==> config.mk <==
export PLATFORM = sky130hd
export DESIGN_NAME = pscfg_top
export DESIGN_NICKNAME = d
export VERILOG_FILES = /design/src/hdl/pscfg_pkg.sv /design/src/hdl/pscfg_if.sv /design/src/hdl/pscfg_capture.sv /design/src/hdl/pscfg_top.sv
export SDC_FILE = /design/constraint.sdc
export NUM_CORES = 1
export LEC_CHECK = 0
export ABC_AREA = 1
export BUFFER_PORTS_ARGS = -buffer_cell sky130_fd_sc_hd__clkbuf_2
export CAP_MARGIN = 20
export CORE_UTILIZATION = 46
export CTS_BUF_LIST = sky130_fd_sc_hd__clkbuf_8
export CTS_CLUSTER_DIAMETER = 60
export DETAILED_ROUTE_END_ITERATION = 12
export MAX_ROUTING_LAYER = met4
export PLACE_DENSITY = 0.77
export RECOVER_POWER = 100
export SLEW_MARGIN = 20
export SYNTH_ARGS = -nofsm -noshare
export SYNTH_HDL_FRONTEND = slang
export SYNTH_SLANG_ARGS = --single-unit
==> constraint.sdc <==
create_clock -name MCLK -period 2.71 [get_ports MCLK]
set_input_delay 0.1355 -clock MCLK [delete_from_list [all_inputs] [get_ports MCLK]]
set_output_delay 0.1355 -clock MCLK [all_outputs]
set_load 0.05 [all_outputs]
==> src/hdl/pscfg_pkg.sv <==
/*
 * constants for the power-on strap capture and pin configuration block.
 * assumes a 50 MHz MCLK and a plain strobe register port with 8-bit addresses.
 */
package pscfg_pkg;
   // ---------------------------------------------------------------
   // register map (byte addresses)
   // ---------------------------------------------------------------
   localparam logic [7:0]  ADDR_CTRL      = 8'h00;
   localparam logic [7:0]  ADDR_GPIO_OUT  = 8'h04;
   localparam logic [7:0]  ADDR_GPIO_DIR  = 8'h08;
   localparam logic [7:0]  ADDR_GPIO_IN   = 8'h0c;
   localparam logic [7:0]  ADDR_STRAP     = 8'h10;
   localparam logic [31:0] RESET_VALUE    = 32'h0000_0000;
   // ---------------------------------------------------------------
   // field positions
   // ---------------------------------------------------------------
   localparam int CTRL_CARD_ONE   = 0;
   localparam int CTRL_CARD_TWO   = 1;
   localparam int CTRL_FLASH_SEL  = 2;
   localparam int CTRL_W          = 3;
   localparam int GP_PB_LO        = 0;
   localparam int GP_PD0          = 2;
   localparam int GP_PE_LO        = 3;
   localparam int GP_W            = 6;
   localparam int IN_PA_LO        = 8;
   localparam int ST_BOOT_LO      = 0;
   localparam int ST_CLK_MODE     = 2;
   localparam int ST_BOOT_CLK     = 3;
   localparam int ST_DRV_POL_LO   = 4;
   localparam int ST_LCD_ID_LO    = 6;
   localparam int ST_URESET       = 10;
   localparam int ST_TEST_LO      = 11;
   localparam int ST_POR_ACTIVE   = 13;
   // ---------------------------------------------------------------
   // timing
   // ---------------------------------------------------------------
   localparam int CLK_PERIOD_NS      = 20;
   localparam int FLASH_HALF_MS      = 250;
   localparam int FLASH_HALF_CYC     = (FLASH_HALF_MS * 1000000) / CLK_PERIOD_NS;
   localparam logic [1:0] TEST_IDLE  = 2'h3;
endpackage

==> src/hdl/pscfg_if.sv <==
/*
 * carrier between the strap capture module and the pin configuration top.
 * assumes both ends share MCLK.
 */
`timescale 1ns/1ns
interface pscfg_if;
   logic       por_active;
   logic [1:0] boot_width;
   logic       clock_mode;
   logic       boot_clk_opt;
   logic [1:0] drive_pol;
   logic [3:0] lcd_id;
   logic       ureset_cap;
   modport cap (output por_active, boot_width, clock_mode, boot_clk_opt,
                output drive_pol, lcd_id, ureset_cap);
   modport use_side (input por_active, boot_width, clock_mode, boot_clk_opt,
                     input drive_pol, lcd_id, ureset_cap);
endinterface

==> src/hdl/pscfg_capture.sv <==
/*
 * strap capture: watches power_on_reset_n and latches the strap pins on its
 * rising edge. assumes all pin inputs are synchronous to MCLK.
 */
`timescale 1ns/1ns
module pscfg_capture (
   input  wire logic       mclk,
   input  wire logic       rst,
   input  wire logic       ce,
   input  wire logic       power_on_reset_n,
   input  wire logic [2:0] port_e_in,
   input  wire logic [1:0] drive_in,
   input  wire logic [3:0] lcd_serial_data_in,
   input  wire logic       boot_clk_pin,
   input  wire logic       user_reset_n,
   pscfg_if.cap            cfg
);
   logic       por_seen_reg;
   logic       por_rise;
   logic [1:0] boot_width_reg;
   logic       clock_mode_reg;
   logic       boot_clk_reg;
   logic [1:0] drive_pol_reg;
   logic [3:0] lcd_id_reg;
   logic       ureset_reg;

   // ---------------------------------------------------------------
   // release detection
   // ---------------------------------------------------------------
   // a low pulse shorter than one sampled cycle may be missed
   assign por_rise = ~por_seen_reg & power_on_reset_n;

   always_ff @(posedge mclk or posedge rst) begin
      if (rst) begin
         por_seen_reg   <= 1'b0;
         boot_width_reg <= 2'h0;
         clock_mode_reg <= 1'b0;
         boot_clk_reg   <= 1'b0;
         drive_pol_reg  <= 2'h0;
         lcd_id_reg     <= 4'h0;
         ureset_reg     <= 1'b1;
      end else if (ce) begin
         por_seen_reg <= power_on_reset_n;
         // only the release edge loads; values then hold
         if (por_rise) begin
            boot_width_reg <= port_e_in[1:0];
            clock_mode_reg <= port_e_in[2];
            boot_clk_reg   <= boot_clk_pin;
            drive_pol_reg  <= drive_in;
            lcd_id_reg     <= lcd_serial_data_in;
            ureset_reg     <= user_reset_n;
         end
      end
   end

   // pins stay inputs until the cycle after the release edge
   assign cfg.por_active   = ~por_seen_reg;
   assign cfg.boot_width   = boot_width_reg;
   assign cfg.clock_mode   = clock_mode_reg;
   assign cfg.boot_clk_opt = boot_clk_reg;
   assign cfg.drive_pol    = drive_pol_reg;
   assign cfg.lcd_id       = lcd_id_reg;
   assign cfg.ureset_cap   = ureset_reg;
endmodule

==> src/hdl/pscfg_top.sv <==
/*
 * pin configuration top: register port, port B/D/E multiplexing, PWM drive
 * polarity, LCD data pins, test mode decode and LED flasher.
 * assumes synchronous pin inputs and a single-cycle strobe master.
 */
`timescale 1ns/1ns
module pscfg_top #(
   parameter int FLASH_HALF_CYC = pscfg_pkg::FLASH_HALF_CYC
) (
   input  wire logic        MCLK,
   input  wire logic        RST,
   input  wire logic        CE,
   input  wire logic        POWER_ON_RESET_N,
   input  wire logic        USER_RESET_N,
   input  wire logic [1:0]  TEST_SELECT,
   input  wire logic [7:0]  ADDR,
   input  wire logic [31:0] WDATA,
   input  wire logic        WR,
   input  wire logic        RD,
   output logic      [31:0] RDATA,
   input  wire logic [7:0]  PORT_A_BITS,
   input  wire logic [1:0]  PORT_B_IN,
   output logic      [1:0]  PORT_B_OUT,
   output logic      [1:0]  PORT_B_OE,
   input  wire logic        PORT_D_BIT_ZERO_IN,
   output logic             PORT_D_BIT_ZERO_OUT,
   output logic             PORT_D_BIT_ZERO_OE,
   input  wire logic [2:0]  PORT_E_IN,
   output logic      [2:0]  PORT_E_OUT,
   output logic      [2:0]  PORT_E_OE,
   input  wire logic [1:0]  PWM_IN,
   input  wire logic [1:0]  DRIVE_IN,
   output logic      [1:0]  DRIVE_OUT,
   output logic      [1:0]  DRIVE_OE,
   input  wire logic [3:0]  LCD_DATA,
   input  wire logic [3:0]  LCD_SERIAL_DATA_IN,
   output logic      [3:0]  LCD_SERIAL_DATA_OUT,
   output logic      [3:0]  LCD_SERIAL_DATA_OE,
   output logic      [1:0]  BOOT_WIDTH,
   output logic             CLOCK_MODE,
   output logic             BOOT_CLK_OPT,
   output logic             CARD_READY_ONE,
   output logic             CARD_READY_TWO,
   output logic             CARD_READY_PA,
   output logic      [7:0]  KEY_ROWS,
   output logic      [1:0]  TEST_MODE
);
   generate
      if (FLASH_HALF_CYC < 1) begin : g_bad_flash
         $error("FLASH_HALF_CYC must be at least one");
      end
      // the input word packs the gpio field under port A at a fixed place
      if (pscfg_pkg::GP_W != 6 || pscfg_pkg::CTRL_W > 32) begin : g_bad_fields
         $error("register field widths do not fit the word layout");
      end
   endgenerate

   localparam int GW = pscfg_pkg::GP_W;
   localparam int CW = pscfg_pkg::CTRL_W;

   pscfg_if cfg ();

   // straps live in their own module so the hold logic stays in one place
   pscfg_capture u_capture (
      .mclk               (MCLK),
      .rst                (RST),
      .ce                 (CE),
      .power_on_reset_n   (POWER_ON_RESET_N),
      .port_e_in          (PORT_E_IN),
      .drive_in           (DRIVE_IN),
      .lcd_serial_data_in (LCD_SERIAL_DATA_IN),
      .boot_clk_pin       (PORT_A_BITS[6]),
      .user_reset_n       (USER_RESET_N),
      .cfg                (cfg.cap)
   );

   // ---------------------------------------------------------------
   // register port
   // ---------------------------------------------------------------
   logic [CW-1:0] ctrl_reg;
   logic [GW-1:0] gpio_out_reg;
   logic [GW-1:0] gpio_dir_reg;
   logic [31:0]   rdata_reg;
   logic [31:0]   rdata_next;
   logic [GW-1:0] gpio_in;
   logic [31:0]   strap_word;
   logic          card_one_en;
   logic          card_two_en;
   logic          flash_sel;
   logic          wr_ctrl;
   logic          wr_gpio_out;
   logic          wr_gpio_dir;

   function automatic logic hit(input logic [7:0] a, input logic [7:0] ref_addr);
      hit = (a == ref_addr);
   endfunction

   assign card_one_en = ctrl_reg[pscfg_pkg::CTRL_CARD_ONE];
   assign card_two_en = ctrl_reg[pscfg_pkg::CTRL_CARD_TWO];
   assign flash_sel   = ctrl_reg[pscfg_pkg::CTRL_FLASH_SEL];

   // write decode kept apart so the register processes stay short
   assign wr_ctrl     = WR & hit(ADDR, pscfg_pkg::ADDR_CTRL);
   assign wr_gpio_out = WR & hit(ADDR, pscfg_pkg::ADDR_GPIO_OUT);
   assign wr_gpio_dir = WR & hit(ADDR, pscfg_pkg::ADDR_GPIO_DIR);

   assign gpio_in = {PORT_E_IN, PORT_D_BIT_ZERO_IN, PORT_B_IN};

   assign strap_word = {18'h0, cfg.por_active, TEST_MODE, cfg.ureset_cap,
                        cfg.lcd_id, cfg.drive_pol, cfg.boot_clk_opt,
                        cfg.clock_mode, cfg.boot_width};

   // ---------------------------------------------------------------
   // read path
   // ---------------------------------------------------------------
   // unmapped addresses read as zero
   assign rdata_next =
      hit(ADDR, pscfg_pkg::ADDR_CTRL)     ? {{(32-CW){1'b0}}, ctrl_reg} :
      hit(ADDR, pscfg_pkg::ADDR_GPIO_OUT) ? {{(32-GW){1'b0}}, gpio_out_reg} :
      hit(ADDR, pscfg_pkg::ADDR_GPIO_DIR) ? {{(32-GW){1'b0}}, gpio_dir_reg} :
      hit(ADDR, pscfg_pkg::ADDR_GPIO_IN)  ? {16'h0, PORT_A_BITS, 2'h0, gpio_in} :
      hit(ADDR, pscfg_pkg::ADDR_STRAP)    ? strap_word :
      32'h0000_0000;

   always_ff @(posedge MCLK or posedge RST) begin
      if (RST) begin
         ctrl_reg <= CW'(pscfg_pkg::RESET_VALUE);
      end else if (CE && wr_ctrl) begin
         ctrl_reg <= WDATA[CW-1:0];
      end
   end

   always_ff @(posedge MCLK or posedge RST) begin
      if (RST) begin
         gpio_out_reg <= GW'(pscfg_pkg::RESET_VALUE);
      end else if (CE && wr_gpio_out) begin
         gpio_out_reg <= WDATA[GW-1:0];
      end
   end

   always_ff @(posedge MCLK or posedge RST) begin
      if (RST) begin
         gpio_dir_reg <= GW'(pscfg_pkg::RESET_VALUE);
      end else if (CE && wr_gpio_dir) begin
         gpio_dir_reg <= WDATA[GW-1:0];
      end
   end

   // read data last one enabled cycle; the next CE cycle without RD clears the port to zero
   always_ff @(posedge MCLK or posedge RST) begin
      if (RST) begin
         rdata_reg <= pscfg_pkg::RESET_VALUE;
      end else if (CE) begin
         rdata_reg <= RD ? rdata_next : 32'h0000_0000;
      end
   end

   assign RDATA = rdata_reg;

   // ---------------------------------------------------------------
   // LED flasher
   // ---------------------------------------------------------------
   logic [31:0] flash_cnt_reg;
   logic        flash_wave_reg;
   logic        flash_wrap;
   logic [31:0] flash_cnt_next;

   // free-running, so the first half period after select may be short
   assign flash_wrap     = (flash_cnt_reg == 32'(FLASH_HALF_CYC - 1));
   assign flash_cnt_next = flash_wrap ? 32'h0 : flash_cnt_reg + 32'h1;

   always_ff @(posedge MCLK or posedge RST) begin
      if (RST) begin
         flash_cnt_reg  <= 32'h0;
         flash_wave_reg <= 1'b0;
      end else if (CE) begin
         flash_cnt_reg  <= flash_cnt_next;
         flash_wave_reg <= flash_wave_reg ^ flash_wrap;
      end
   end

   // ---------------------------------------------------------------
   // pin multiplexing
   // ---------------------------------------------------------------
   logic por_act;
   assign por_act = cfg.por_active;

   // card bits hand port B bits 0 and 1 to the adapters as inputs
   assign PORT_B_OUT     = gpio_out_reg[pscfg_pkg::GP_PB_LO +: 2];
   assign PORT_B_OE[0]   = gpio_dir_reg[pscfg_pkg::GP_PB_LO] & ~card_one_en;
   assign PORT_B_OE[1]   = gpio_dir_reg[pscfg_pkg::GP_PB_LO + 1] & ~card_two_en;
   assign CARD_READY_ONE = card_one_en & PORT_B_IN[0];
   assign CARD_READY_TWO = card_two_en & PORT_B_IN[1];

   // flasher shares the pin with the plain output value
   assign PORT_D_BIT_ZERO_OUT = flash_sel ? flash_wave_reg : gpio_out_reg[pscfg_pkg::GP_PD0];
   assign PORT_D_BIT_ZERO_OE  = flash_sel | gpio_dir_reg[pscfg_pkg::GP_PD0];

   // straps are inputs while held in power-on reset
   assign PORT_E_OUT = gpio_out_reg[pscfg_pkg::GP_PE_LO +: 3];
   assign PORT_E_OE  = por_act ? 3'h0 : gpio_dir_reg[pscfg_pkg::GP_PE_LO +: 3];

   // captured polarity: high strap means active-high drive
   // a low strap inverts the raw waveform bit by bit
   logic [1:0] drive_inv;
   assign drive_inv = ~cfg.drive_pol;
   assign DRIVE_OUT = PWM_IN ^ drive_inv;
   assign DRIVE_OE  = por_act ? 2'h0 : 2'h3;

   assign LCD_SERIAL_DATA_OUT = LCD_DATA;
   assign LCD_SERIAL_DATA_OE  = por_act ? 4'h0 : 4'hf;

   assign BOOT_WIDTH    = cfg.boot_width;
   assign CLOCK_MODE    = cfg.clock_mode;
   assign BOOT_CLK_OPT  = cfg.boot_clk_opt;
   assign CARD_READY_PA = PORT_A_BITS[7];
   assign KEY_ROWS      = PORT_A_BITS;

   // ---------------------------------------------------------------
   // test mode decode
   // ---------------------------------------------------------------
   // test codes only count when user reset was low at release
   assign TEST_MODE = cfg.ureset_cap ? pscfg_pkg::TEST_IDLE : TEST_SELECT;
endmodule

=== Word level (Yosys, flattened, before mapping) ===
Cells that the tools add are included.

* Output and inout bits: 73
* Logic and storage cells: 51
* Register bits after elaboration: 92
* Bits of input ports: 75

* Bitwise gates (word level): 15
* Mux-type cells: 12
* Reduce and logical (&&, ||, !) cells: 5
* Add/sub/neg operators: 1
* Eq/ne operators: 5

{| class="wikitable"
|+ Operator list
! operator !! count
|-
| $mux 16 || 5
|-
| $add 32x1->32 const B || 1
|-
| $eq 32x24->1 const B || 1
|-
| $mux 32 || 1
|-
| $eq 8x4->1 const B || 2
|-
| $mux 14 || 1
|-
| $and 1x1->1 || 8
|-
| $eq 8x3->1 const B || 1
|-
| $eq 8x5->1 const B || 1
|-
| $logic_not 8->1 || 1
|-
| $mux 2 || 2
|-
| $mux 4 || 1
|-
| $logic_and 1x1->1 || 3
|-
| $mux 3 || 1
|-
| $not 1->1 || 3
|-
| $not 2->2 || 1
|-
| $reduce_and 2->1 || 1
|-
| $xor 2x2->2 || 1
|-
| $mux 1 || 1
|-
| $or 1x1->1 || 1
|-
| $xor 1x1->1 || 1
|}

=== Depth between registers and ports, before layout ===
Gate-level depths: netlist of the first run.

* Depth after elaboration: 7
* Depth in mapped cells: 11
* Mapped depth without buffers: 11

=== By module ===
Synthesis of the first run repeated with hierarchy kept, for this count alone.

* Cell total of the unflattened synthesis: 686
* Area, all modules: 4,778.3 um^2

{| class="wikitable"
|+ Modules (own cells, without submodules)
! module !! seq. area each (um^2) !! cells each !! area an instance (um^2) !! times used
|-
| pscfg_top || 1,601.5 || 632 || 4,265.3 || 1
|-
| pscfg_capture || 301.5 || 54 || 513.0 || 1
|}

=== Worst setup path after synthesis of the first run ===
OpenSTA, ideal clock, no wires.

* Kind: reg2out
* Start point: reg ctrl_reg[2]
* End point: out PORT_D_BIT_ZERO_OUT
* Path slack: 1,083 ps
* Path buffers: 0
* Cell stages (with the launch flop): 2
* Required time: 2,575 ps
* Arrival time: 1,491 ps
* Path through: dfrtp_1 > o21ai_0

* Longest elaborated chain between the ends: 1

{| class="wikitable"
|+ RTL lines
! what !! RTL line !! text
|-
| start, declared || pscfg_top.sv:80 || <nowiki>logic [CW-1:0] ctrl_reg;</nowiki>
|-
| start signal, assigned || pscfg_top.sv:127 || <nowiki>ctrl_reg <= CW'(pscfg_pkg::RESET_VALUE);</nowiki>
|-
| start signal, assigned || pscfg_top.sv:129 || <nowiki>ctrl_reg <= WDATA[CW-1:0];</nowiki>
|-
| $mux 1 || pscfg_top.sv:196 || <nowiki>assign PORT_D_BIT_ZERO_OUT = flash_sel ? flash_wave_reg : gpio_out_reg[pscfg_pkg::GP_PD0];</nowiki>
|-
| end, declared || pscfg_top.sv:26 || <nowiki>output logic PORT_D_BIT_ZERO_OUT,</nowiki>
|}

Every way passes these cells.

==> impl_results.html, run 1 <==
<table>
<tr><th>Metric</th><th>Value</th></tr>
<tr><th colspan="2">Outcome</th></tr>
<tr><td>Outcome</td><td>complete, no violations</td></tr>
<tr><th colspan="2">Placement</th></tr>
<tr><td>Final HPWL DP</td><td>~8600 µm</td></tr>
<tr><td># port buffers</td><td>97</td></tr>
<tr><td># placed instances</td><td>around 900</td></tr>
<tr><td>Weighted congestion reported at the end of routability-driven placement</td><td>0.944</td></tr>
<tr><th colspan="2">Yosys</th></tr>
<tr><td>Share of the yosys chip area belonging to registers</td><td>39.3%</td></tr>
<tr><td>Mapped Avg Cell Area</td><td>6.93 µm²</td></tr>
<tr><td>Leading area contributor after synthesis</td><td>sky130_fd_sc_hd__dfrtp_1</td></tr>
<tr><td>Seq cells post-synth</td><td>76</td></tr>
<tr><td>Number of enable-type register cells in the synthesized netlist</td><td>0</td></tr>
<tr><td>Netlist Area Pre-Place</td><td>4840 µm²</td></tr>
<tr><td>Share of synthesized registers carrying an async set or reset</td><td>100%</td></tr>
<tr><td>Most common cell in the synthesized netlist</td><td>sky130_fd_sc_hd__nand2_1</td></tr>
<tr><td>Ys Warns</td><td>0</td></tr>
<tr><td>Top area cells in the synthesized netlist</td><td>sky130_fd_sc_hd__dfrtp_1, sky130_fd_sc_hd__nand2_1, sky130_fd_sc_hd__nand3_1</td></tr>
<tr><td>Top flip-flop cell by instance count after synthesis</td><td>sky130_fd_sc_hd__dfrtp_1</td></tr>
<tr><td>Unique masters post-synth</td><td>31</td></tr>
<tr><td>Post-Synthesis Cells</td><td>698</td></tr>
<tr><td>Leading cell types by count after synthesis</td><td>sky130_fd_sc_hd__nand2_1, sky130_fd_sc_hd__inv_1, sky130_fd_sc_hd__nor2_1, sky130_fd_sc_hd__dfrtp_1, sky130_fd_sc_hd__nand3_1</td></tr>
<tr><td>Fraction of synthesized cell area taken by the top area cell type</td><td>38.8%</td></tr>
<tr><th colspan="2">Power and ir drop</th></tr>
<tr><td>Total power of the final layout</td><td>2.86 mW</td></tr>
<tr><td>Pwr dens</td><td>530 nW/µm²</td></tr>
<tr><td>Total leakage power</td><td>about 2.8 nW</td></tr>
<tr><td>Worst voltage drop across the vdd grid</td><td>0.000320 V</td></tr>
<tr><th colspan="2">Worst setup path</th></tr>
<tr><td>Logic depth of the worst path, buffers included</td><td>8</td></tr>
<tr><td>Capture instance of the worst register-to-register path</td><td>flash_cnt_reg[18]$_DFFE_PP0P_</td></tr>
<tr><td>CP endpoint</td><td>flash_cnt_reg[18]$_DFFE_PP0P_</td></tr>
<tr><td>Maximum cell stage delay along the critical path</td><td>0.77 ns</td></tr>
<tr><td>Crit path max-delay cell type</td><td>sky130_fd_sc_hd__clkbuf_1</td></tr>
<tr><td>Data arrival time at the worst-slack endpoint</td><td>2.37 ns</td></tr>
<tr><td>Critical Path RT</td><td>around 3.0 ns</td></tr>
<tr><td>Number of buffer and inverter stages on the critical path</td><td>3</td></tr>
<tr><td>Worst setup path startpoint</td><td>CE</td></tr>
<tr><td>CP top delay family</td><td>buffers and inverters</td></tr>
<tr><td>Startpoint of the most critical register-to-register path</td><td>flash_cnt_reg[0]$_DFFE_PP0P_</td></tr>
<tr><td>Critical path type</td><td>in2reg</td></tr>
<tr><td>R2R Setup Slk</td><td>0.92 ns</td></tr>
<tr><td>Worst reg-to-reg path cell count</td><td>7</td></tr>
<tr><td>Crit path cell chain</td><td>clkbuf_1, clkbuf_1, nand4_1, nor2_1, nand3_1, nand2_1, inv_1, nor2_1</td></tr>
<tr><td>Largest fanout on the critical path</td><td>20</td></tr>
<tr><td>Nature of the critical path startpoint</td><td>input pin</td></tr>
<tr><td>Critical Path End Type</td><td>register</td></tr>
<tr><th colspan="2">Global routing</th></tr>
<tr><td>Layer carrying the most global-route usage</td><td>met2</td></tr>
<tr><td>Antenna violations before repair</td><td>0</td></tr>
<tr><td>Global routing met3 resource utilization</td><td>3.93%</td></tr>
<tr><td>Met2 demand-to-capacity share in global routing</td><td>around two fifths</td></tr>
<tr><td>All-Layer GR Usage</td><td>23.8%</td></tr>
<tr><td>Overflow left after global routing</td><td>0</td></tr>
<tr><td>Vias in the first global route</td><td>4,315</td></tr>
<tr><td>Maximum number of pins on one net before global-route repair</td><td>between 70 and 80</td></tr>
<tr><td>First-pass GRT wire length</td><td>20,200 µm</td></tr>
<tr><td>Met1 track demand over resource</td><td>30.6%</td></tr>
<tr><th colspan="2">Job</th></tr>
<tr><td>Max Cap Violations</td><td>0</td></tr>
<tr><th colspan="2">Clocking</th></tr>
<tr><td>Post-CTS resize count</td><td>0</td></tr>
<tr><td>Clk root buf</td><td>sky130_fd_sc_hd__clkbuf_8</td></tr>
<tr><td>Clock sinks</td><td>76</td></tr>
<tr><td>CTS clk-pin slew, worst paths</td><td>0.10 ns</td></tr>
<tr><td>Number of buffers between clock root and the deepest sink</td><td>2</td></tr>
<tr><td>H-tree levels</td><td>3</td></tr>
<tr><td>TritonCTS clock tree</td><td>yes</td></tr>
<tr><td>Total CTS buffers</td><td>9</td></tr>
<tr><td>Clock latency on the worst-skew pair</td><td>0.37 ns</td></tr>
<tr><th colspan="2">Floorplan</th></tr>
<tr><td>Standard cell core area</td><td>10,300 µm²</td></tr>
<tr><td>Number of rows created at floorplan</td><td>37</td></tr>
<tr><td>Die X</td><td>105 µm</td></tr>
<tr><td>Die boundary height</td><td>105 µm</td></tr>
<tr><td>Die area</td><td>between 10,000 and 15,000 µm²</td></tr>
<tr><td>Io pins</td><td>between 100 and 150</td></tr>
<tr><td>Effective utilization at floorplan</td><td>between 40% and 50%</td></tr>
<tr><th colspan="2">Cells and area</th></tr>
<tr><td>NumNets Final</td><td>857</td></tr>
<tr><td>Max FFs per register</td><td>32</td></tr>
<tr><td>Final Non-Filler Cells</td><td>922</td></tr>
<tr><td>Layout Area Growth over Synthesis</td><td>11.5%</td></tr>
<tr><td>Share of final-layout standard cells stronger than drive strength 1</td><td>a little over a tenth</td></tr>
<tr><td>Antenna Diode Count</td><td>0</td></tr>
<tr><th colspan="2">Worst hold path</th></tr>
<tr><td>Worst hold path type</td><td>in2reg</td></tr>
<tr><th colspan="2">STA</th></tr>
<tr><td>Number of hold violations in the final report</td><td>0</td></tr>
<tr><td>Relative slew slack</td><td>29.0%</td></tr>
<tr><td>Max-slew violation count</td><td>0</td></tr>
<tr><td>Setup repair after global routing missed its margin</td><td>no</td></tr>
<tr><td>Setup violation total in the final timing report</td><td>0</td></tr>
<tr><td>Max Clk Rate</td><td>487 MHz</td></tr>
<tr><td>Worst Tran Pin Value</td><td>~1.1 ns</td></tr>
<tr><td>Final min period</td><td>2.05 ns</td></tr>
<tr><td>Portion of the clock cycle consumed by the worst path in the final layout</td><td>75.7%</td></tr>
<tr><td>Final Skew</td><td>0.0186 ns</td></tr>
<tr><td>Total negative slack for setup checks</td><td>0 ns</td></tr>
<tr><th colspan="2">Routing</th></tr>
<tr><td>Post-DR vias/cell</td><td>~5.0</td></tr>
<tr><td>Number of iterations in the first detailed-routing pass</td><td>5</td></tr>
<tr><td>Starting DRC count in detailed routing</td><td>283</td></tr>
<tr><td>Count of antenna-violating nets left after detailed routing</td><td>0</td></tr>
<tr><td>DR WL/cell</td><td>12.8 µm</td></tr>
<tr><td>DR DRC count</td><td>0</td></tr>
<tr><td>Vias post-DR</td><td>4,586</td></tr>
<tr><td>Routed WL</td><td>11,800 µm</td></tr>
</table>
## power by group
| group | total [mW] | switching [mW] | internal (mW) |
|---|---|---|---|
| logic | 0.582 | 0.420 | 0.162 |
| clock network | 0.915 | 0.483 | 0.432 |
| registers | 1.36 | 0.135 | 1.23 |
## cells by family (layout without fill, tap and decap cells)
kind of cell	count (synthesis)	after routing	synth area share, %
xor+xnor	10	10	1.81
simple gates	421	421	38.0
flops	76	76	39.3
other cells	1	16	0.0775
mux	7	7	1.63
buf+inv	144	217	14.7
fa+ha+maj	1	1	0.259
compound gates	38	38	4.16
## layout make-up
class | instances | area, µm²
inverters | 90 | 338
well taps | 136 | 170
multi-input cells | 493 | 2230
clock buffers | 9 | 124
fillers | 1085 | 4880
flip-flops and latches | 76 | 1900
clock inverters | 7 | 76.3
repair buffers | 111 | 553
## placed cells by master (no fill, tap or decap), types with 2 or more instances in the layout
master | Yosys | routed
sky130_fd_sc_hd__a21oi_1 | 5 | 5
sky130_fd_sc_hd__clkbuf_1 | 3 | 56
sky130_fd_sc_hd__xnor2_1 | 5 | 5
sky130_fd_sc_hd__dlygate4sd3_1 | 0 | 10
sky130_fd_sc_hd__o211ai_1 | 3 | 3
sky130_fd_sc_hd__conb_1 | 1 | 16
sky130_fd_sc_hd__nand2_2 | 7 | 3
sky130_fd_sc_hd__clkbuf_8 | 0 | 9
sky130_fd_sc_hd__nor3_2 | 2 | 2
sky130_fd_sc_hd__mux2_2 | 7 | 7
sky130_fd_sc_hd__nor2_4 | 5 | 3
sky130_fd_sc_hd__nand3_1 | 66 | 67
sky130_fd_sc_hd__o21ai_0 | 27 | 28
sky130_fd_sc_hd__nand4_1 | 17 | 18
sky130_fd_sc_hd__inv_6 | 0 | 2
sky130_fd_sc_hd__inv_2 | 5 | 3
sky130_fd_sc_hd__clkinv_4 | 0 | 2
sky130_fd_sc_hd__inv_1 | 84 | 87
sky130_fd_sc_hd__clkbuf_2 | 0 | 43
sky130_fd_sc_hd__dfrtp_1 | 75 | 75
sky130_fd_sc_hd__nor3_1 | 19 | 19
sky130_fd_sc_hd__nor2_1 | 79 | 84
sky130_fd_sc_hd__or2_2 | 4 | 4
sky130_fd_sc_hd__nand2_1 | 216 | 220
sky130_fd_sc_hd__xor2_1 | 5 | 5
## per-stage QoR
stage | instance area, µm² | hold WS, ns | util (%) | setup slack (ns)
after global routing | 5390 | 0.0234 | 52.5 | 0.420
after global placement | 5220 | 0.243 | 50.8 | 0.959
after floorplan | 4890 | 0.256 | - | 0.638
final | 5390 | 0.00663 | 52.5 | 0.658
after CTS | 5520 | 0.0117 | 53.7 | 0.944
after detailed placement | 5220 | 0.244 | 50.8 | 0.943
## metal layers
| metal | vias to the layer above | share of wire, % |
|---|---|---|
| met5 | - | 0 |
| met4 | 0 | 1.8 |
| met3 | 17 | 6.3 |
| met2 | 157 | 46 |
| met1 | 2112 | 46 |
| li1 | 2300 | - |
## worst reg2reg max path: cells and delay by family (launching register included)
kind,cells,cell delay [ns]
buffers and inverters,1,0.04
adders and majority gates,1,0.28
DFF,1,0.43
and+or+nand+nor,5,0.99
## timing repair
action / CTS / global route
endpoints found under the hold margin: 84 / 0
hold buffers: 10 / 0
buffers inserted: 0 / 0
## worst min-delay path by stage
stage / startpoint / to / slack, ns / cells after the start
after global placement: RST / gpio_dir_reg[4]$_DFFE_PP0P_ / 0.24 / 3
after CTS: WDATA[5] / gpio_out_reg[5]$_DFFE_PP0P_ / 0.01 / 3
after detailed placement: RST / gpio_dir_reg[4]$_DFFE_PP0P_ / 0.24 / 3
final: PORT_A_BITS[7] / RDATA[15]$_DFFE_PP0P_ / 0.007 / 3
after global routing: WDATA[5] / gpio_out_reg[5]$_DFFE_PP0P_ / 0.02 / 3
after floorplan: POWER_ON_RESET_N / u_capture.por_seen_reg$_DFFE_PP0P_ / 0.26 / 2
Note: power is estimated with default switching activity, not from simulation.
==> inputs of run 2 (changes only) <==
--- a/config.mk
+++ b/config.mk
@@ -13,7 +13,7 @@
 export CTS_CLUSTER_DIAMETER = 60
 export DETAILED_ROUTE_END_ITERATION = 12
 export MAX_ROUTING_LAYER = met4
-export PLACE_DENSITY = 0.77
+export PLACE_DENSITY = 0.8
 export RECOVER_POWER = 100
 export SLEW_MARGIN = 20
 export SYNTH_ARGS = -nofsm -noshare
==> constraint.sdc (replaced) <==
create_clock -name MCLK -period 1.7 [get_ports MCLK]
set_input_delay 0.085 -clock MCLK [delete_from_list [all_inputs] [get_ports MCLK]]
set_output_delay 0.085 -clock MCLK [all_outputs]
set_load 0.05 [all_outputs]
==> run 2 against run 1 <==
Effect of this change:
- sequential power is 59% higher
- global-route usage is essentially flat
- combinational power increased by 77%
- register-to-register slack worse by 0.83 ns
- non-clock buffer count increased by 23
- critical path depth stayed put
- power is 61% higher
- worst hold slack improved by 0.037 ns
- sequential cell count stayed put
- utilization grew 2.4 points
- cell count grew 2.5%
- sequential share of layout area is 1.5 points lower
- critical endpoint is now flash_cnt_reg[26]$_DFFE_PP0P_
- largest cell class unchanged
- largest power group unchanged
==> impl_results.html, run 2 (synthesis results as in run 1) <==
<table>
<tr><th>Metric</th><th>Value</th></tr>
<tr><th colspan="2">Cells and area</th></tr>
<tr><td>Share of final-layout standard cells stronger than drive strength 1</td><td>approximately 14%</td></tr>
<tr><td>NumNets Final</td><td>880</td></tr>
<tr><td>Multi-input gate area</td><td>2280 µm²</td></tr>
<tr><td>Area taken by flip-flops and latches</td><td>1910 µm²</td></tr>
<tr><td>Layout Area Growth over Synthesis</td><td>16.5%</td></tr>
<tr><td>Antenna Diode Count</td><td>0</td></tr>
<tr><td>Area of all placed cells without fillers</td><td>5640 µm²</td></tr>
<tr><td>Final Non-Filler Cells</td><td>945</td></tr>
<tr><td>Commonest cells after routing, fill and taps aside</td><td>sky130_fd_sc_hd__nand2_1, sky130_fd_sc_hd__inv_1, sky130_fd_sc_hd__nor2_1</td></tr>
<tr><td>Fill count</td><td>1,016</td></tr>
<tr><td>Max FFs per register</td><td>32</td></tr>
<tr><td>Final core utilization</td><td>54.8%</td></tr>
<tr><td>Most common library cell in the layout ignoring fill and taps</td><td>sky130_fd_sc_hd__nand2_1</td></tr>
<tr><th colspan="2">Placement</th></tr>
<tr><td># port buffers</td><td>97</td></tr>
<tr><td># placed instances</td><td>909</td></tr>
<tr><td>Weighted congestion reported at the end of routability-driven placement</td><td>0.963</td></tr>
<tr><td>Final HPWL DP</td><td>roughly 9100 µm</td></tr>
<tr><td>Setup slack at placement</td><td>0.149 ns</td></tr>
<tr><td>Instance area at placement</td><td>5320 µm²</td></tr>
<tr><th colspan="2">STA</th></tr>
<tr><td>Hold_ws</td><td>between 0.04 and 0.05 ns</td></tr>
<tr><td>Final min period</td><td>1.61 ns</td></tr>
<tr><td>Portion of the clock cycle consumed by the worst path in the final layout</td><td>a little over nine tenths</td></tr>
<tr><td>Final Skew</td><td>0.0167 ns</td></tr>
<tr><td>Minimum setup slack in the final design</td><td>0.0941 ns</td></tr>
<tr><td>Worst Tran Pin Value</td><td>0.838 ns</td></tr>
<tr><td>Setup repair after global routing missed its margin</td><td>no</td></tr>
<tr><td>Number of hold violations in the final report</td><td>0</td></tr>
<tr><td>Setup violation total in the final timing report</td><td>0</td></tr>
<tr><td>Total negative slack for setup checks</td><td>0 ns</td></tr>
<tr><td>Relative slew slack</td><td>around 44%</td></tr>
<tr><td>Max-slew violation count</td><td>0</td></tr>
<tr><td>Max Clk Rate</td><td>623 MHz</td></tr>
<tr><th colspan="2">Worst hold path</th></tr>
<tr><td>Worst hold path type</td><td>in2reg</td></tr>
<tr><td>Hold-critical path depth</td><td>5</td></tr>
<tr><td>Beginning of the worst hold path</td><td>PORT_A_BITS[0]</td></tr>
<tr><th colspan="2">Clocking</th></tr>
<tr><td>H-tree levels</td><td>3</td></tr>
<tr><td>Clock latency on the worst-skew pair</td><td>0.37 ns</td></tr>
<tr><td>TritonCTS clock tree</td><td>yes</td></tr>
<tr><td>Number of buffers inserted to repair setup after CTS</td><td>0</td></tr>
<tr><td>Clk root buf</td><td>sky130_fd_sc_hd__clkbuf_8</td></tr>
<tr><td>CTS clk-pin slew, worst paths</td><td>0.08 ns</td></tr>
<tr><td>Total CTS buffers</td><td>9</td></tr>
<tr><td>Clock sinks</td><td>76</td></tr>
<tr><td>Number of buffers between clock root and the deepest sink</td><td>2</td></tr>
<tr><th colspan="2">Global routing</th></tr>
<tr><td>Antenna violations before repair</td><td>0</td></tr>
<tr><td>Vias in the first global route</td><td>4,402</td></tr>
<tr><td>All-Layer GR Usage</td><td>23.9%</td></tr>
<tr><td>Maximum number of pins on one net before global-route repair</td><td>41</td></tr>
<tr><td>Overflow left after global routing</td><td>0</td></tr>
<tr><td>First-pass GRT wire length</td><td>20,300 µm</td></tr>
<tr><th colspan="2">Routing</th></tr>
<tr><td>DR DRC count</td><td>0</td></tr>
<tr><td>Vias post-DR</td><td>4,697</td></tr>
<tr><td>Number of iterations in the first detailed-routing pass</td><td>5</td></tr>
<tr><td>Post-DR vias/cell</td><td>4.97</td></tr>
<tr><td>DR WL/cell</td><td>13.0 µm</td></tr>
<tr><td>Starting DRC count in detailed routing</td><td>255</td></tr>
<tr><td>Routed WL</td><td>12,200 µm</td></tr>
<tr><td>Count of antenna-violating nets left after detailed routing</td><td>0</td></tr>
<tr><th colspan="2">Worst setup path</th></tr>
<tr><td>Critical Path RT</td><td>~2.0 ns</td></tr>
<tr><td>Number of buffer and inverter stages on the critical path</td><td>2</td></tr>
<tr><td>Crit path cell chain</td><td>nand2_2, nor2_4, inv_1, nor3_1, buf_4, nand3_1, nand3_1, nand2_1</td></tr>
<tr><td>CP top delay family</td><td>simple AND/OR/NAND/NOR gates</td></tr>
<tr><td>Worst setup path startpoint</td><td>flash_cnt_reg[8]$_DFFE_PP0P_</td></tr>
<tr><td>Crit path max-delay cell type</td><td>sky130_fd_sc_hd__dfrtp_1</td></tr>
<tr><td>Largest fanout on the critical path</td><td>6</td></tr>
<tr><td>Logic depth of the worst path, buffers included</td><td>8</td></tr>
<tr><td>Data arrival time at the worst-slack endpoint</td><td>approximately 1.9 ns</td></tr>
<tr><td>Critical path type</td><td>reg2reg</td></tr>
<tr><td>Critical Path End Type</td><td>register</td></tr>
<tr><td>Nature of the critical path startpoint</td><td>register</td></tr>
<tr><td>Startpoint of the most critical register-to-register path</td><td>flash_cnt_reg[8]$_DFFE_PP0P_</td></tr>
<tr><td>Maximum cell stage delay along the critical path</td><td>about 0.50 ns</td></tr>
<tr><td>Worst reg-to-reg path cell count</td><td>8</td></tr>
<tr><td>Cell mode on critical path</td><td>sky130_fd_sc_hd__nand3_1</td></tr>
<tr><th colspan="2">Floorplan</th></tr>
<tr><td>Number of rows created at floorplan</td><td>37</td></tr>
<tr><td>Die X</td><td>105 µm</td></tr>
<tr><td>Standard cell core area</td><td>approximately 10,000 µm²</td></tr>
<tr><td>Io pins</td><td>148</td></tr>
<tr><td>Die area</td><td>10,900 µm²</td></tr>
<tr><td>Die boundary height</td><td>105 µm</td></tr>
<tr><td>Effective utilization at floorplan</td><td>a little under half</td></tr>
<tr><th colspan="2">Power and ir drop</th></tr>
<tr><td>Total leakage power</td><td>2.90 nW</td></tr>
<tr><td>Total power of the final layout</td><td>roughly 4.6 mW</td></tr>
<tr><td>Pwr dens</td><td>818 nW/µm²</td></tr>
<tr><td>Worst voltage drop across the vdd grid</td><td>0.000737 V</td></tr>
<tr><th colspan="2">Job</th></tr>
<tr><td>Max Cap Violations</td><td>0</td></tr>
<tr><th colspan="2">Outcome</th></tr>
<tr><td>Outcome</td><td>complete, no violations</td></tr>
</table>
-- run 2: changes by cell type in the layout (fill, tap and decap cells not counted), sizes merged --
| cell | previous run | this run |
|---|---|---|
| clkinvlp | 1 | 2 |
| dlygate4sd3 | 10 | 20 |
| inv | 92 | 91 |
| buf | 2 | 14 |
| clkbuf | 108 | 109 |
-- run 2: final timing paths --
path	endpoint	slack [ns]
setup / recovery	flash_cnt_reg[26]$_DFFE_PP0P_	0.09
hold / removal	RDATA[8]$_DFFE_PP0P_	0.04
setup reg to reg	flash_cnt_reg[26]$_DFFE_PP0P_	0.09
hold reg to reg	RDATA[8]$_DFFE_PP0P_	0.49
max in group asynchronous	flash_cnt_reg[13]$_DFFE_PP0P_	0.29
min in group asynchronous	gpio_out_reg[4]$_DFFE_PP0P_	0.36
-- run 2: cell type report --
cell class / count / area share (%)
clock inverter: 7 / 1.35
multi-input combinational: 493 / 40.4
inverter: 90 / 6.02
tap: 136 / 3.02
sequential: 76 / 33.8
clock buffer: 9 / 2.20
timing repair buffer: 134 / 13.2
-- run 2: report_power, final --
group / leakage [nW] / internal, mW / switching [mW]
Combinational: 1.83 / 0.306 / 0.720
Sequential: 0.966 / 1.96 / 0.203
Clock: 0.102 / 0.688 / 0.731
-- run 2: tightest hold or removal path, stage by stage --
cell                       delay (ns)
sky130_fd_sc_hd__clkbuf_2        0.09
sky130_fd_sc_hd__nand2_1         0.06
sky130_fd_sc_hd__nand2_1         0.05
sky130_fd_sc_hd__nand3_1         0.06
sky130_fd_sc_hd__nand2_1         0.04
-- run 2: repair_timing --
item / 4_1_cts / 5_1_grt
endpoints found under the hold margin: 44 / 0
setup endpoints to repair: 0 / 9
gates resized for setup: 0 / 4
hold buffers: 20 / 0
-- run 2: layer usage --
layer	share of wire, %	vias up	track usage [%]
met5	0	-	-
met4	2.8	0	9.90
met3	5.9	29	3.74
met2	49	180	39.3
met1	43	2137	29.2
li1	-	2351	-
==> inputs of run 3 (changes only) <==
--- a/config.mk
+++ b/config.mk
@@ -13,7 +13,7 @@
 export CTS_CLUSTER_DIAMETER = 60
 export DETAILED_ROUTE_END_ITERATION = 12
 export MAX_ROUTING_LAYER = met4
-export PLACE_DENSITY = 0.8
+export PLACE_DENSITY = 0.76
 export RECOVER_POWER = 100
 export SLEW_MARGIN = 20
 export SYNTH_ARGS = -nofsm -noshare
==> run 3 against run 2 <==
Effect of this change:
- cell count decreased by 0.32%
- register-to-register slack about the same
- worst hold slack got worse by 0.0075 ns
- largest cell class unchanged
==> impl_results.html, run 3 (synthesis results as in run 1) <==
<table>
<tr><th>Metric</th><th>Value</th></tr>
<tr><th colspan="2">Worst setup path</th></tr>
<tr><td>Critical path type</td><td>reg2reg</td></tr>
<tr><td>Data arrival time at the worst-slack endpoint</td><td>1.87 ns</td></tr>
<tr><td>Capture instance of the worst register-to-register path</td><td>flash_wave_reg$_DFFE_PP0P_</td></tr>
<tr><td>Nature of the critical path startpoint</td><td>register</td></tr>
<tr><td>Critical Path RT</td><td>about 2.0 ns</td></tr>
<tr><td>Crit path cell chain</td><td>nand2_1, nor2_2, nand4_1, nor2_1, nand2_2, inv_2, nand2_1, nand2_1, inv_1</td></tr>
<tr><td>Crit path max-delay cell type</td><td>sky130_fd_sc_hd__dfrtp_1</td></tr>
<tr><td>Critical Path End Type</td><td>register</td></tr>
<tr><td>R2R Setup Slk</td><td>~0.10 ns</td></tr>
<tr><td>Startpoint of the most critical register-to-register path</td><td>flash_cnt_reg[11]$_DFFE_PP0P_</td></tr>
<tr><td>Maximum cell stage delay along the critical path</td><td>0.45 ns</td></tr>
<tr><td>Cell mode on critical path</td><td>sky130_fd_sc_hd__nand2_1</td></tr>
<tr><td>Number of buffer and inverter stages on the critical path</td><td>2</td></tr>
<tr><td>Largest fanout on the critical path</td><td>9</td></tr>
<tr><td>Worst reg-to-reg path cell count</td><td>9</td></tr>
<tr><td>CP top delay family</td><td>simple AND/OR/NAND/NOR gates</td></tr>
<tr><th colspan="2">Routing</th></tr>
<tr><td>Starting DRC count in detailed routing</td><td>291</td></tr>
<tr><td>DR DRC count</td><td>0</td></tr>
<tr><td>Routed WL</td><td>12,200 µm</td></tr>
<tr><td>DR WL/cell</td><td>13.0 µm</td></tr>
<tr><td>Post-DR vias/cell</td><td>4.95</td></tr>
<tr><td>Vias post-DR</td><td>4,660</td></tr>
<tr><td>Count of antenna-violating nets left after detailed routing</td><td>0</td></tr>
<tr><td>Number of iterations in the first detailed-routing pass</td><td>5</td></tr>
<tr><th colspan="2">Clocking</th></tr>
<tr><td>Total CTS buffers</td><td>9</td></tr>
<tr><td>TritonCTS clock tree</td><td>yes</td></tr>
<tr><td>Clock latency on the worst-skew pair</td><td>around 0.38 ns</td></tr>
<tr><td>Clock sinks</td><td>between 70 and 80</td></tr>
<tr><td>H-tree levels</td><td>3</td></tr>
<tr><td>CTS clk-pin slew, worst paths</td><td>0.10 ns</td></tr>
<tr><td>Number of buffers between clock root and the deepest sink</td><td>2</td></tr>
<tr><td>Clk root buf</td><td>sky130_fd_sc_hd__clkbuf_8</td></tr>
<tr><td>Number of buffers inserted to repair setup after CTS</td><td>0</td></tr>
<tr><th colspan="2">Cells and area</th></tr>
<tr><td>Commonest cells after routing, fill and taps aside</td><td>sky130_fd_sc_hd__nand2_1, sky130_fd_sc_hd__inv_1, sky130_fd_sc_hd__nor2_1</td></tr>
<tr><td>Layout Area Growth over Synthesis</td><td>16.3%</td></tr>
<tr><td>Area of all placed cells without fillers</td><td>5630 µm²</td></tr>
<tr><td>Max FFs per register</td><td>32</td></tr>
<tr><td>Share of final-layout standard cells stronger than drive strength 1</td><td>between 10% and 20%</td></tr>
<tr><td>Antenna Diode Count</td><td>0</td></tr>
<tr><td>NumNets Final</td><td>877</td></tr>
<tr><td>Most common library cell in the layout ignoring fill and taps</td><td>sky130_fd_sc_hd__nand2_1</td></tr>
<tr><th colspan="2">Floorplan</th></tr>
<tr><td>Die X</td><td>105 µm</td></tr>
<tr><td>Io pins</td><td>148</td></tr>
<tr><td>Number of rows created at floorplan</td><td>37</td></tr>
<tr><td>Die area</td><td>10,900 µm²</td></tr>
<tr><td>Standard cell core area</td><td>10,300 µm²</td></tr>
<tr><td>Die boundary height</td><td>105 µm</td></tr>
<tr><td>Effective utilization at floorplan</td><td>between 40 and 50%</td></tr>
<tr><th colspan="2">STA</th></tr>
<tr><td>Portion of the clock cycle consumed by the worst path in the final layout</td><td>~94%</td></tr>
<tr><td>Total negative slack for setup checks</td><td>0 ns</td></tr>
<tr><td>Relative slew slack</td><td>20.6%</td></tr>
<tr><td>Final min period</td><td>1.60 ns</td></tr>
<tr><td>Number of hold violations in the final report</td><td>0</td></tr>
<tr><td>Final Skew</td><td>0.00993 ns</td></tr>
<tr><td>Max-slew violation count</td><td>0</td></tr>
<tr><td>Worst Tran Pin Value</td><td>1.18 ns</td></tr>
<tr><td>Hold_ws</td><td>0.0366 ns</td></tr>
<tr><td>Setup violation total in the final timing report</td><td>0</td></tr>
<tr><td>Setup repair after global routing missed its margin</td><td>no</td></tr>
<tr><td>Max Clk Rate</td><td>between 600 and 700 MHz</td></tr>
<tr><th colspan="2">Global routing</th></tr>
<tr><td>Maximum number of pins on one net before global-route repair</td><td>36</td></tr>
<tr><td>First-pass GRT wire length</td><td>20,600 µm</td></tr>
<tr><td>Vias in the first global route</td><td>about 4,400</td></tr>
<tr><td>All-Layer GR Usage</td><td>24.6%</td></tr>
<tr><td>Antenna violations before repair</td><td>0</td></tr>
<tr><td>Overflow left after global routing</td><td>0</td></tr>
<tr><th colspan="2">Power and ir drop</th></tr>
<tr><td>Total power of the final layout</td><td>4.52 mW</td></tr>
<tr><td>Pwr dens</td><td>804 nW/µm²</td></tr>
<tr><td>Total leakage power</td><td>2.89 nW</td></tr>
<tr><td>Worst voltage drop across the vdd grid</td><td>around 0.00068 V</td></tr>
<tr><th colspan="2">Worst hold path</th></tr>
<tr><td>Beginning of the worst hold path</td><td>PORT_A_BITS[0]</td></tr>
<tr><td>Hold Path Sink</td><td>RDATA[8]$_DFFE_PP0P_</td></tr>
<tr><td>Worst hold path type</td><td>in2reg</td></tr>
<tr><td>Hold-critical path depth</td><td>5</td></tr>
<tr><th colspan="2">Placement</th></tr>
<tr><td>Weighted congestion reported at the end of routability-driven placement</td><td>about 0.96</td></tr>
<tr><td>Final HPWL DP</td><td>9060 µm</td></tr>
<tr><td># port buffers</td><td>97</td></tr>
<tr><td>Instance area at placement</td><td>5320 µm²</td></tr>
<tr><th colspan="2">Outcome</th></tr>
<tr><td>Outcome</td><td>complete, no violations</td></tr>
<tr><th colspan="2">Job</th></tr>
<tr><td>Max Cap Violations</td><td>0</td></tr>
</table>
[run 3: area by class of cell]
type                       count  area (µm²)
fill                        1061        4650
multi-input combinational    493        2270
sequential                    76        1910
timing repair buffer         131         762
inverter                      90         339
tap                          136         170
clock buffer                   9         124
clock inverter                 7        55.1
[run 3: worst max path at each step]
stage / startpoint / endpoint / cells past startpoint
after floorplan: ctrl_reg[2]$_DFFE_PP0P_ / PORT_D_BIT_ZERO_OUT / 1
after global placement: flash_cnt_reg[6]$_DFFE_PP0P_ / flash_cnt_reg[26]$_DFFE_PP0P_ / 8
after detailed placement: flash_cnt_reg[11]$_DFFE_PP0P_ / flash_wave_reg$_DFFE_PP0P_ / 9
after CTS: flash_cnt_reg[16]$_DFFE_PP0P_ / flash_cnt_reg[24]$_DFFE_PP0P_ / 7
after global routing: flash_cnt_reg[30]$_DFFE_PP0P_ / flash_wave_reg$_DFFE_PP0P_ / 10
final: flash_cnt_reg[11]$_DFFE_PP0P_ / flash_wave_reg$_DFFE_PP0P_ / 9
[run 3: timing repair]
action / in CTS / in global routing
endpoints found under the setup margin: 0 / 6
hold buffers: 20 / 0
resized for setup: 0 / 6
hold endpoints to repair: 49 / 0
[run 3: tightest hold or removal path: stages]
cell and delay (ns):
sky130_fd_sc_hd__clkbuf_2 0.09, sky130_fd_sc_hd__nand2_1 0.06, sky130_fd_sc_hd__nand2_1 0.05, sky130_fd_sc_hd__nand3_1 0.06, sky130_fd_sc_hd__nand2_1 0.04
[run 3: metrics by stage]
| step | std cells | worst slack, ns | utilization (%) |
|---|---|---|---|
| after detailed placement | 906 | 0.158 | 51.8 |
| after floorplan | 713 | 0.124 | - |
| after CTS | 942 | 0.138 | 55.5 |
| final | 942 | 0.101 | 54.7 |
| after global routing | 942 | 0.00434 | 54.7 |
| after global placement | 906 | 0.184 | 51.8 |
[run 3: metal layers]
layer	global-route usage (%)	share of wire (%)	vias up
met3	3.56	5.9	34
li1	-	-	2341
met2	39.1	47	164
met4	12.7	2.9	0
met5	-	0	-
met1	30.4	44	2121
[run 3: power by group]
group	internal [mW]	total (mW)	switching (mW)
logic	0.307	1.02	0.718
clock network	0.548	1.33	0.784
registers	1.96	2.17	0.205
total	2.82	4.52	1.71
